## config.mk

```make
export PLATFORM = sky130hd
export DESIGN_NAME = art_timer
export DESIGN_NICKNAME = d
export VERILOG_FILES = /design/src/rtl/art_pkg.sv /design/src/rtl/art_prescale.sv /design/src/rtl/art_timer.sv
export SDC_FILE = /design/constraint.sdc
export NUM_CORES = 1
export LEC_CHECK = 0
export ABC_CLOCK_PERIOD_IN_PS = 2610
export BUFFER_PORTS_ARGS = -buffer_cell sky130_fd_sc_hd__clkbuf_2
export CAP_MARGIN = 20
export CORE_UTILIZATION = 45
export CTS_CLUSTER_DIAMETER = 50
export CTS_CLUSTER_SIZE = 14
export DETAILED_ROUTE_END_ITERATION = 8
export GPL_TIMING_DRIVEN = 0
export RECOVER_POWER = 100
export SYNTH_ARGS = -nofsm -noshare
export SYNTH_HDL_FRONTEND = slang
export SYNTH_SLANG_ARGS = --single-unit
```

## constraint.sdc

```tcl
create_clock -name I_CLOCK -period 2.61 [get_ports I_CLOCK]
set_input_delay 0.1305 -clock I_CLOCK [delete_from_list [all_inputs] [get_ports I_CLOCK]]
set_output_delay 0.1305 -clock I_CLOCK [all_outputs]
set_load 0.05 [all_outputs]
```

## src/rtl/art_pkg.sv

```systemverilog
package art_pkg;

    // =====================================================================
    // register offsets
    localparam logic [7:0] ART_CLKCTL_ADDR = 8'h8E;
    localparam logic [7:0] ART_CTL_ADDR    = 8'hC8;
    localparam logic [7:0] ART_RLL_ADDR    = 8'hCA;
    localparam logic [7:0] ART_RLH_ADDR    = 8'hCB;
    localparam logic [7:0] ART_CNTL_ADDR   = 8'hCC;
    localparam logic [7:0] ART_CNTH_ADDR   = 8'hCD;
    localparam logic [7:0] ART_STAT_ADDR   = 8'hD0;
    localparam logic [7:0] ART_MASK_ADDR   = 8'hD1;

    // =====================================================================
    // field positions
    localparam int ART_CK_HSEL_BIT = 5;
    localparam int ART_CK_LSEL_BIT = 4;
    localparam int ART_EV_HIGH     = 0;
    localparam int ART_EV_LOW      = 1;

    // =====================================================================
    // reset values and counts
    localparam logic [7:0] ART_BYTE_RST  = 8'h00;
    localparam logic [1:0] ART_PAIR_RST  = 2'h0;
    localparam logic [7:0] ART_BYTE_MAX  = 8'hFF;
    localparam int         ART_DIV_SYS   = 12;
    localparam int         ART_DIV_EXT   = 8;

    // control register layout, bit 7 down to bit 0
    typedef struct packed {
        logic high_overflow_flag;
        logic low_overflow_flag;
        logic low_overflow_irq_enable;
        logic unused4;
        logic split_mode_select;
        logic run_control;
        logic unused1;
        logic external_clock_select;
    } art_ctl_s;

    localparam art_ctl_s ART_CTL_RST = '0;

endpackage

```

## src/rtl/art_prescale.sv

```systemverilog
`timescale 1ns/1ps
`default_nettype none
module art_prescale
    import art_pkg::*;
(
    input  wire logic i_clk,
    input  wire logic i_nrst,
    input  wire logic i_ext_clk,
    output logic      o_div12_tick,
    output logic      o_ext8_tick
);

    // =====================================================================
    // system clock divided by twelve
    logic [3:0] div12_cnt_ff;
    always_ff @(posedge i_clk or negedge i_nrst) begin
        if (!i_nrst) begin
            div12_cnt_ff <= 4'h0;
            o_div12_tick <= 1'b0;
        end else begin
            o_div12_tick <= (div12_cnt_ff == 4'(ART_DIV_SYS - 1));
            if (div12_cnt_ff == 4'(ART_DIV_SYS - 1)) begin
                div12_cnt_ff <= 4'h0;
            end else begin
                div12_cnt_ff <= div12_cnt_ff + 4'h1;
            end
        end
    end

    // =====================================================================
    // external oscillator: two-stage sync, then edge count by eight
    // external must stay below half the system rate or edges are lost
    logic sync1_ff;
    logic sync2_ff;
    logic sync3_ff;
    logic [2:0] ext_cnt_ff;
    always_ff @(posedge i_clk or negedge i_nrst) begin
        if (!i_nrst) begin
            sync1_ff <= 1'b0;
            sync2_ff <= 1'b0;
            sync3_ff <= 1'b0;
        end else begin
            sync1_ff <= i_ext_clk;
            sync2_ff <= sync1_ff;
            sync3_ff <= sync2_ff;
        end
    end

    // one tick per eight rising edges of the synchronised clock
    always_ff @(posedge i_clk or negedge i_nrst) begin
        if (!i_nrst) begin
            ext_cnt_ff  <= 3'h0;
            o_ext8_tick <= 1'b0;
        end else begin
            o_ext8_tick <= 1'b0;
            if (sync2_ff && !sync3_ff) begin
                ext_cnt_ff  <= ext_cnt_ff + 3'h1;
                o_ext8_tick <= (ext_cnt_ff == 3'(ART_DIV_EXT - 1));
            end
        end
    end

endmodule
`default_nettype wire

```

## src/rtl/art_timer.sv

```systemverilog
`timescale 1ns/1ps
`default_nettype none
module art_timer
    import art_pkg::*;
(
    input  wire logic       I_CLOCK,
    input  wire logic       I_NRST,
    input  wire logic       I_EXT_CLK,
    input  wire logic [7:0] I_ADDR,
    input  wire logic [7:0] I_WDATA,
    input  wire logic       I_WR,
    input  wire logic       I_RD,
    output logic      [7:0] O_RDATA,
    output logic            O_IRQ
);

    // =====================================================================
    // state
    art_ctl_s   ctl_ff;
    logic [1:0] ck_sel_ff;      // [1] high half, [0] low half
    logic [7:0] reload_low_byte_ff;
    logic [7:0] reload_high_byte_ff;
    logic [7:0] count_low_byte_ff;
    logic [7:0] count_high_byte_ff;
    logic [1:0] stat_ff;
    logic [1:0] mask_ff;
    logic       div12_tick;
    logic       ext8_tick;

    // =====================================================================
    // prescalers
    art_prescale art_prescale_i (
        .i_clk        (I_CLOCK),
        .i_nrst       (I_NRST),
        .i_ext_clk    (I_EXT_CLK),
        .o_div12_tick (div12_tick),
        .o_ext8_tick  (ext8_tick)
    );

    // =====================================================================
    // write decode
    logic wr_ctl;
    logic wr_ck;
    logic wr_rll;
    logic wr_rlh;
    logic wr_cl;
    logic wr_ch;
    logic wr_st;
    logic wr_mk;
    assign wr_ctl = I_WR && (I_ADDR == ART_CTL_ADDR);
    assign wr_ck  = I_WR && (I_ADDR == ART_CLKCTL_ADDR);
    assign wr_rll = I_WR && (I_ADDR == ART_RLL_ADDR);
    assign wr_rlh = I_WR && (I_ADDR == ART_RLH_ADDR);
    assign wr_cl  = I_WR && (I_ADDR == ART_CNTL_ADDR);
    assign wr_ch  = I_WR && (I_ADDR == ART_CNTH_ADDR);
    assign wr_st  = I_WR && (I_ADDR == ART_STAT_ADDR);
    assign wr_mk  = I_WR && (I_ADDR == ART_MASK_ADDR);

    // =====================================================================
    // count clock choice per half
    logic ext_pick;
    logic tick_h;
    logic tick_l;
    assign ext_pick = ctl_ff.external_clock_select ? ext8_tick : div12_tick;
    assign tick_h   = ck_sel_ff[1] ? 1'b1 : ext_pick;
    assign tick_l   = ck_sel_ff[0] ? 1'b1 : ext_pick;

    // =====================================================================
    // count enables and wrap events
    logic split;
    logic inc16;
    logic wrap16;
    logic low_max;
    logic high_max;
    logic high_evt;
    logic low_evt;
    assign split    = ctl_ff.split_mode_select;
    assign low_max  = (count_low_byte_ff == ART_BYTE_MAX);
    assign high_max = (count_high_byte_ff == ART_BYTE_MAX);
    assign inc16    = !split && ctl_ff.run_control && tick_h;
    assign wrap16   = inc16 && low_max && high_max;
    assign high_evt = split ? (ctl_ff.run_control && tick_h && high_max) : wrap16;
    assign low_evt  = split ? (tick_l && low_max) : (inc16 && low_max);

    // =====================================================================
    // low byte: always counts in split mode
    always_ff @(posedge I_CLOCK or negedge I_NRST) begin
        if (!I_NRST) begin
            count_low_byte_ff <= ART_BYTE_RST;
        end else if (wr_cl) begin
            count_low_byte_ff <= I_WDATA;
        end else if (split) begin
            if (tick_l) begin
                count_low_byte_ff <= low_max ? reload_low_byte_ff
                                             : count_low_byte_ff + 8'h01;
            end
        end else if (inc16) begin
            count_low_byte_ff <= wrap16 ? reload_low_byte_ff
                                        : count_low_byte_ff + 8'h01;
        end
    end

    // =====================================================================
    // high byte: run bit gates it in both modes
    always_ff @(posedge I_CLOCK or negedge I_NRST) begin
        if (!I_NRST) begin
            count_high_byte_ff <= ART_BYTE_RST;
        end else if (wr_ch) begin
            count_high_byte_ff <= I_WDATA;
        end else if (split) begin
            if (ctl_ff.run_control && tick_h) begin
                count_high_byte_ff <= high_max ? reload_high_byte_ff
                                               : count_high_byte_ff + 8'h01;
            end
        end else if (wrap16) begin
            count_high_byte_ff <= reload_high_byte_ff;
        end else if (inc16 && low_max) begin
            count_high_byte_ff <= count_high_byte_ff + 8'h01;
        end
    end

    // =====================================================================
    // control register; a hardware set beats a software clear
    always_ff @(posedge I_CLOCK or negedge I_NRST) begin
        if (!I_NRST) begin
            ctl_ff <= ART_CTL_RST;
        end else begin
            if (wr_ctl) begin
                ctl_ff.low_overflow_irq_enable <= I_WDATA[5];
                ctl_ff.split_mode_select       <= I_WDATA[3];
                ctl_ff.run_control             <= I_WDATA[2];
                ctl_ff.external_clock_select   <= I_WDATA[0];
            end
            // flags only leave by software write
            ctl_ff.high_overflow_flag <= (wr_ctl ? I_WDATA[7] : ctl_ff.high_overflow_flag)
                                         | high_evt;
            ctl_ff.low_overflow_flag  <= (wr_ctl ? I_WDATA[6] : ctl_ff.low_overflow_flag)
                                         | low_evt;
            ctl_ff.unused4 <= 1'b0;
            ctl_ff.unused1 <= 1'b0;
        end
    end

    // =====================================================================
    // reload bytes and clock selects
    always_ff @(posedge I_CLOCK or negedge I_NRST) begin
        if (!I_NRST) begin
            reload_low_byte_ff  <= ART_BYTE_RST;
            reload_high_byte_ff <= ART_BYTE_RST;
            ck_sel_ff           <= ART_PAIR_RST;
        end else begin
            if (wr_rll) begin
                reload_low_byte_ff <= I_WDATA;
            end
            if (wr_rlh) begin
                reload_high_byte_ff <= I_WDATA;
            end
            if (wr_ck) begin
                ck_sel_ff <= {I_WDATA[ART_CK_HSEL_BIT], I_WDATA[ART_CK_LSEL_BIT]};
            end
        end
    end

    // =====================================================================
    // interrupt status (write one to clear, set wins) and mask
    // low events only reach status while the low enable is set
    logic [1:0] evt;
    assign evt[ART_EV_HIGH] = high_evt;
    assign evt[ART_EV_LOW]  = low_evt && ctl_ff.low_overflow_irq_enable;
    always_ff @(posedge I_CLOCK or negedge I_NRST) begin
        if (!I_NRST) begin
            stat_ff <= ART_PAIR_RST;
            mask_ff <= ART_PAIR_RST;
        end else begin
            stat_ff <= (stat_ff & ~(wr_st ? I_WDATA[1:0] : 2'h0)) | evt;
            if (wr_mk) begin
                mask_ff <= I_WDATA[1:0];
            end
        end
    end

    // registered level interrupt; mask acts as the timer interrupt enable
    always_ff @(posedge I_CLOCK or negedge I_NRST) begin
        if (!I_NRST) begin
            O_IRQ <= 1'b0;
        end else begin
            O_IRQ <= |(stat_ff & mask_ff);
        end
    end

    // =====================================================================
    // read data, one cycle after the strobe; unmapped reads give zero
    always_ff @(posedge I_CLOCK or negedge I_NRST) begin
        if (!I_NRST) begin
            O_RDATA <= ART_BYTE_RST;
        end else if (I_RD) begin
            case (I_ADDR)
                ART_CTL_ADDR:   O_RDATA <= ctl_ff;
                ART_CLKCTL_ADDR: O_RDATA <= {2'h0, ck_sel_ff, 4'h0};
                ART_RLL_ADDR:   O_RDATA <= reload_low_byte_ff;
                ART_RLH_ADDR:   O_RDATA <= reload_high_byte_ff;
                ART_CNTL_ADDR:  O_RDATA <= count_low_byte_ff;
                ART_CNTH_ADDR:  O_RDATA <= count_high_byte_ff;
                ART_STAT_ADDR:  O_RDATA <= {6'h00, stat_ff};
                ART_MASK_ADDR:  O_RDATA <= {6'h00, mask_ff};
                default:        O_RDATA <= ART_BYTE_RST;
            endcase
        end else begin
            O_RDATA <= ART_BYTE_RST;
        end
    end
endmodule
`default_nettype wire

```

# After elaboration in Yosys (flattened, before gate mapping)
# Cells that the tools add are included.
[word_totals] elab_cells=94 register_bits=65 in_bits=21 output_inout_bits=9
[classes] n_eq_ne=14 n_reduce_logical=24 bitwise=6 add_sub_neg=4 muxes=24
[ops] cell="$mux 8" n=13
[ops] cell="$eq 8x8->1 const B" n=10
[ops] cell="$pmux 8 s8" n=1
[ops] cell="$logic_and 1x1->1" n=17
[ops] cell="$add 8x1->8 const B" n=2
[ops] cell="$mux 1" n=8
[ops] cell="$ne 3x1->1 const B" n=2
[ops] cell="$add 4x1->4 const B" n=1
[ops] cell="$and 2x2->2" n=2
[ops] cell="$eq 4x4->1 const B" n=1
[ops] cell="$mux 4" n=1
[ops] cell="$reduce_and 2->1" n=2
[ops] cell="$reduce_bool 4->1" n=1
[ops] cell="$add 3x1->3 const B" n=1
[ops] cell="$eq 3x3->1 const B" n=1
[ops] cell="$reduce_bool 3->1" n=1
[ops] cell="$logic_not 1->1" n=2
[ops] cell="$mux 2" n=1
[ops] cell="$not 2->2" n=1
[ops] cell="$or 1x1->1" n=2
[ops] cell="$or 2x2->2" n=1
[ops] cell="$reduce_or 2->1" n=1

# Depth between registers and ports, before layout
[logic_depth] ltp_word=9 depth_mapped=7 mapped_depth_nobuf=6

# Cells and area by module
# Synthesis repeated with hierarchy kept, for this count alone.
[unflattened] hier_cells=332 hier_area_um2=3558.4
[modules_own_cells] mod="art_timer" area_per_inst_um2=3096.7 cells_per_inst=303 n_inst=1
[modules_own_cells] mod="art_prescale" area_per_inst_um2=461.7 cells_per_inst=29 n_inst=1

# Least setup slack after synthesis
# No wires, ideal clock.
[synth_timing] path_type="flip-flop to flip-flop" start="register count_low_byte_ff[0]" end="register count_low_byte_ff[3]" n_path_buf=0 t_required_ns=2.499 setup_slack_ns=0.690 arrival_time_ns=1.809 synth_period_minus_slack_ns=1.920 stages_incl_launch_ff=7 path_cell_list="dfrtp_1 ha_1 and3_2 nand3_4 o31ai_4 mux2i_1 a2111oi_2"
[synth_via] elab_chain_len=7 elab_cells_between_ends=10 cone_classes="1 x add/sub; 1 x eq/ne; 6 x mux; 2 x reduce/logical"
[synth_rtl] element="start: declaration" line_no="art_timer.sv:23" source="logic [7:0] count_low_byte_ff;"
[synth_rtl] element="start signal: assignment" line_no="art_timer.sv:94" source="count_low_byte_ff <= low_max ? reload_low_byte_ff"
[synth_rtl] element="start signal: assignment" line_no="art_timer.sv:98" source="count_low_byte_ff <= wrap16 ? reload_low_byte_ff"
[synth_rtl] element="branches (longest 5 deep; another with $add 8x1->8)"
[synth_rtl] element="$mux 8 *" line_no="art_timer.sv:92" source="end else if (split) begin"
[synth_rtl] element="$mux 8 *" line_no="art_timer.sv:90" source="end else if (wr_cl) begin"
# Mark *: on every way between the ends. The select of a mux whose other input is x is not followed.
# A chain may end at the register's enable or synchronous reset.

# Final worst setup path
# Ends and elaborated chain as after synthesis.

==> summary.md <==
| Metric | Value |
|---|---|
| Total gr overflow | 0 |
| Crit start category | flip-flop |
| Netlist cell types | 60 |
| CTS tree | done |
| Synth cell count leaders | dfrtp_1, nand2_1, mux2_2 |
| Peak VDD IR | 290.1 uV |
| Top-Level Pins | 30 |
| Register area share after synthesis | 0.4751 |
| Final Hold Fails | 0 |
| Inst Count DP | 446 |
| Hold path endpoint | O_RDATA[5]$_DFF_PN0_ |
| Core Region | 7292 um2 |
| Post-DP HPWL | 6326 um |
| First-pass GRT wire length | 13990 um |
| Worst hold path class | in -> reg |
| Initial antenna violation count | 0 |
| Status | finished clean |
| Wire per inst | 18.67 um |
| Cell depth of the worst flop-to-flop path | 6 |
| Worst rel slew slack | 0.05482 |
| RSZ-0062 raised after global routing | no |
| CTS H-tree lvls | 3 |
| Asr flop ratio synth | 1.000 |
| Total power | 2.509 mW |
| Skew-Pair Late Insertion Delay | 340 ps |
| Req. time, crit path | 2840 ps |
| DR vias | 2687 |
| Post-synth top flop | dfrtp_1 |
| Worst-path cell chain | ha_1 > and3_1 > nand3_4 > o31ai_4 > mux2i_1 > a2111oi_2 |
| Most common cell in the netlist | dfrtp_1 |
| WHS | 73.40 ps |
| Placed instance area | 3717 um2 |
| MaxCap Viol Count | 0 |
| Clock buffer count from CTS | 9 |
| Crit path capture type | flip-flop |
| Ant diodes | 0 |
| # fillers | 690 |
| Vias/cell | 5.816 |
| Clk sinks | 65 |
| DRC | 0 |
| Hold path depth | 3 |
| DR pass1 iterations | 5 |
| Synth Instances | 318 |
| Total GRT Usage | 0.2447 |
| Row cnt | 31 |
| Final WS setup | 323.0 ps |
| Final Util | 0.5377 |
| Fmax | 437.3 MHz |
| Yosys reg bits | 65 |
| Post-synth EDFFs | 0 |
| Synthesis Warnings | 0 |
| Port Buffer Count | 27 |
| Power Density | 639.8 nW/um2 |
| Routed WL | 8625 um |
| R2R setup slack | 320 ps |
| Die Wd | 89.22 um |
| Starting Density | 0.4695 |
| Pin count of the biggest net entering global routing | 59 |
| Layout cells sized above 1 | 0.2011 |
| CTS max path bufs | 2 |
| R2R Path Start | count_low_byte_ff[0]$_DFFE_PN0P_ |
| Average size of a mapped cell | 10.77 um2 |
| Root Buffer | clkbuf_8 |
| 1st-iter DRT viols | 200 |
| Slew Limit Fails | 0 |
| Pre-CTS WS | 325.1 ps |
| Yosys top cell area share | 0.4751 |
| Area Overhead vs Synth | 14.55% |
| Critical Path AT | 2520 ps |
| Slowest stage cell, crit path | o31ai_4 |
| Antenna Nets Post-Route | 0 |
| Reg2reg end | count_low_byte_ff[3]$_DFFE_PN0P_ |
| Cell type with the largest total area after synthesis | dfrtp_1 |
| Setup CP Type | reg -> reg |
| Syn nets | 344 |
| Min cycle time layout | 2287 ps |
| Largest stage delay on the critical path | 500 ps |
| Setup violators final | 0 |
| Skew final | 8.479 ps |
| Crit-path max FO | 9 |
| LEAKAGE | 1.689 nW |
| Hold_sp | I_RD |
| Nets | 386 |
| Die Y | 89.22 um |
| Transition time of the tightest slew-check pin | 1418 ps |
| Mapped Area | 3423 um2 |
| Area contributors post-synth | dfrtp_1, mux2_2, mux2i_1, nand2_1, nor2_1 |
| Die area | 7960 um2 |
| Worst-path clk slew | 70 ps |
| Fin crit share | 0.8762 |
| Placer Congestion | 0.8275 |
| Post-CTS setup buffers | 0 |
| Final Non-Filler Cells | 462 |
| Setup TNS | 0 ps |
| Number of global-route vias before repair | 2595 |
| Design area | 3921 um2 |
-- metal layers --
layer | share of wire | track usage
met5 | 0 | 0
met2 | 0.46 | 0.3782
met3 | 0.049 | 0.04247
met1 | 0.48 | 0.3426
met4 | 0.016 | 0.09812
-- how the worst max path moves through the flow --
stage                                            from  slack (ps)                                to  cells past startpoint
floorplan            count_low_byte_ff[0]$_DFFE_PN0P_         690  count_low_byte_ff[3]$_DFFE_PN0P_                      6
global placement     count_low_byte_ff[0]$_DFFE_PN0P_         370  count_low_byte_ff[3]$_DFFE_PN0P_                      6
detailed placement                          I_ADDR[0]         330             ctl_ff[2]$_DFFE_PN0N_                      5
CTS                 count_high_byte_ff[0]$_DFFE_PN0P_         340  count_low_byte_ff[3]$_DFFE_PN0P_                      6
global route         count_low_byte_ff[0]$_DFFE_PN0P_         110  count_low_byte_ff[3]$_DFFE_PN0P_                      6
finish               count_low_byte_ff[0]$_DFFE_PN0P_         320  count_low_byte_ff[3]$_DFFE_PN0P_                      6
-- cell families (layout without fill, tap and decap cells) --
logic type                 after synthesis  in the layout  synth area share
AOI/OAI and AO/OA                       74             74            0.1634
buffers and inverters                   16             61           0.02083
xor gates and xnor gates                 6              6           0.01535
muxes                                   40             40            0.1268
and+or+nand+nor                        112            112            0.1802
DFF                                     65             65            0.4751
adders and majority gates                5              5           0.01827
-- where the power goes --
| part | internal [mW] | switching, mW | total (mW) |
|---|---|---|---|
| registers | 1.10 | 0.112 | 1.21 |
| clock network | 0.651 | 0.371 | 1.02 |
| logic | 0.132 | 0.148 | 0.280 |
-- flip-flops by register name, summed over array words and instances, names as in the netlist --
name	count
O_IRQ	1
O_RDATA	8
art_prescale_i.div12_cnt_ff	4
art_prescale_i.ext_cnt_ff	3
art_prescale_i.o_div12_tick	1
art_prescale_i.o_ext8_tick	1
art_prescale_i.sync1_ff	1
art_prescale_i.sync2_ff	1
art_prescale_i.sync3_ff	1
ck_sel_ff	2
count_high_byte_ff	8
count_low_byte_ff	8
ctl_ff	5
mask_ff	2
reload_high_byte_ff	8
reload_low_byte_ff	8
split	1
stat_ff	2
-- cells in the final DEF (no fill, tap or decap), types with 3 or more instances in the layout --
cell and n:
nand2b_1 6, a22o_1 3, nor2_1 22, inv_1 9
a2111oi_0 3, mux2_2 27, nand4_1 3, clkbuf_8 10
xor2_1 4, nand2_1 31, ha_1 5, o31ai_1 5
a211oi_1 5, and3_1 4, bufinv_16 3, a222oi_1 7
o21a_1 4, a22oi_1 5, nand3_1 12, mux2i_1 13
o21ai_0 8, clkbuf_2 15, clkbuf_1 19, dfrtp_1 65
a2bb2oi_1 3, a21oi_1 14, nor3_1 8
-- cell type report --
| cell class | count | area, um2 | area share |
|---|---|---|---|
| multi-input cells | 237 | 1722 | 0.4391 |
| flip-flops and latches | 65 | 1627 | 0.4148 |
| repair buffers | 31 | 147.6 | 0.03765 |
| clock buffers | 11 | 141.4 | 0.03606 |
| well taps | 99 | 123.9 | 0.03159 |
| clock inverters | 3 | 90.09 | 0.02297 |
| plain buffers | 7 | 36.28 | 0.009253 |
| inverters | 9 | 33.78 | 0.008615 |
-- critical path, delay by kind of cell (launching register included) --
| family | cells | cell delay, ps |
|---|---|---|
| AOI/OAI and AO/OA | 2 | 870 |
| adders and majority gates | 1 | 280 |
| DFF | 1 | 460 |
| muxes | 1 | 170 |
| and+or+nand+nor | 2 | 390 |
-- repair_timing --
item / in CTS / in global routing
hold endpoints to repair: 66 / 0
hold buffers: 2 / 0
resized for setup: 0 / 0
No activity file was read; power rests on OpenSTA's default activity.
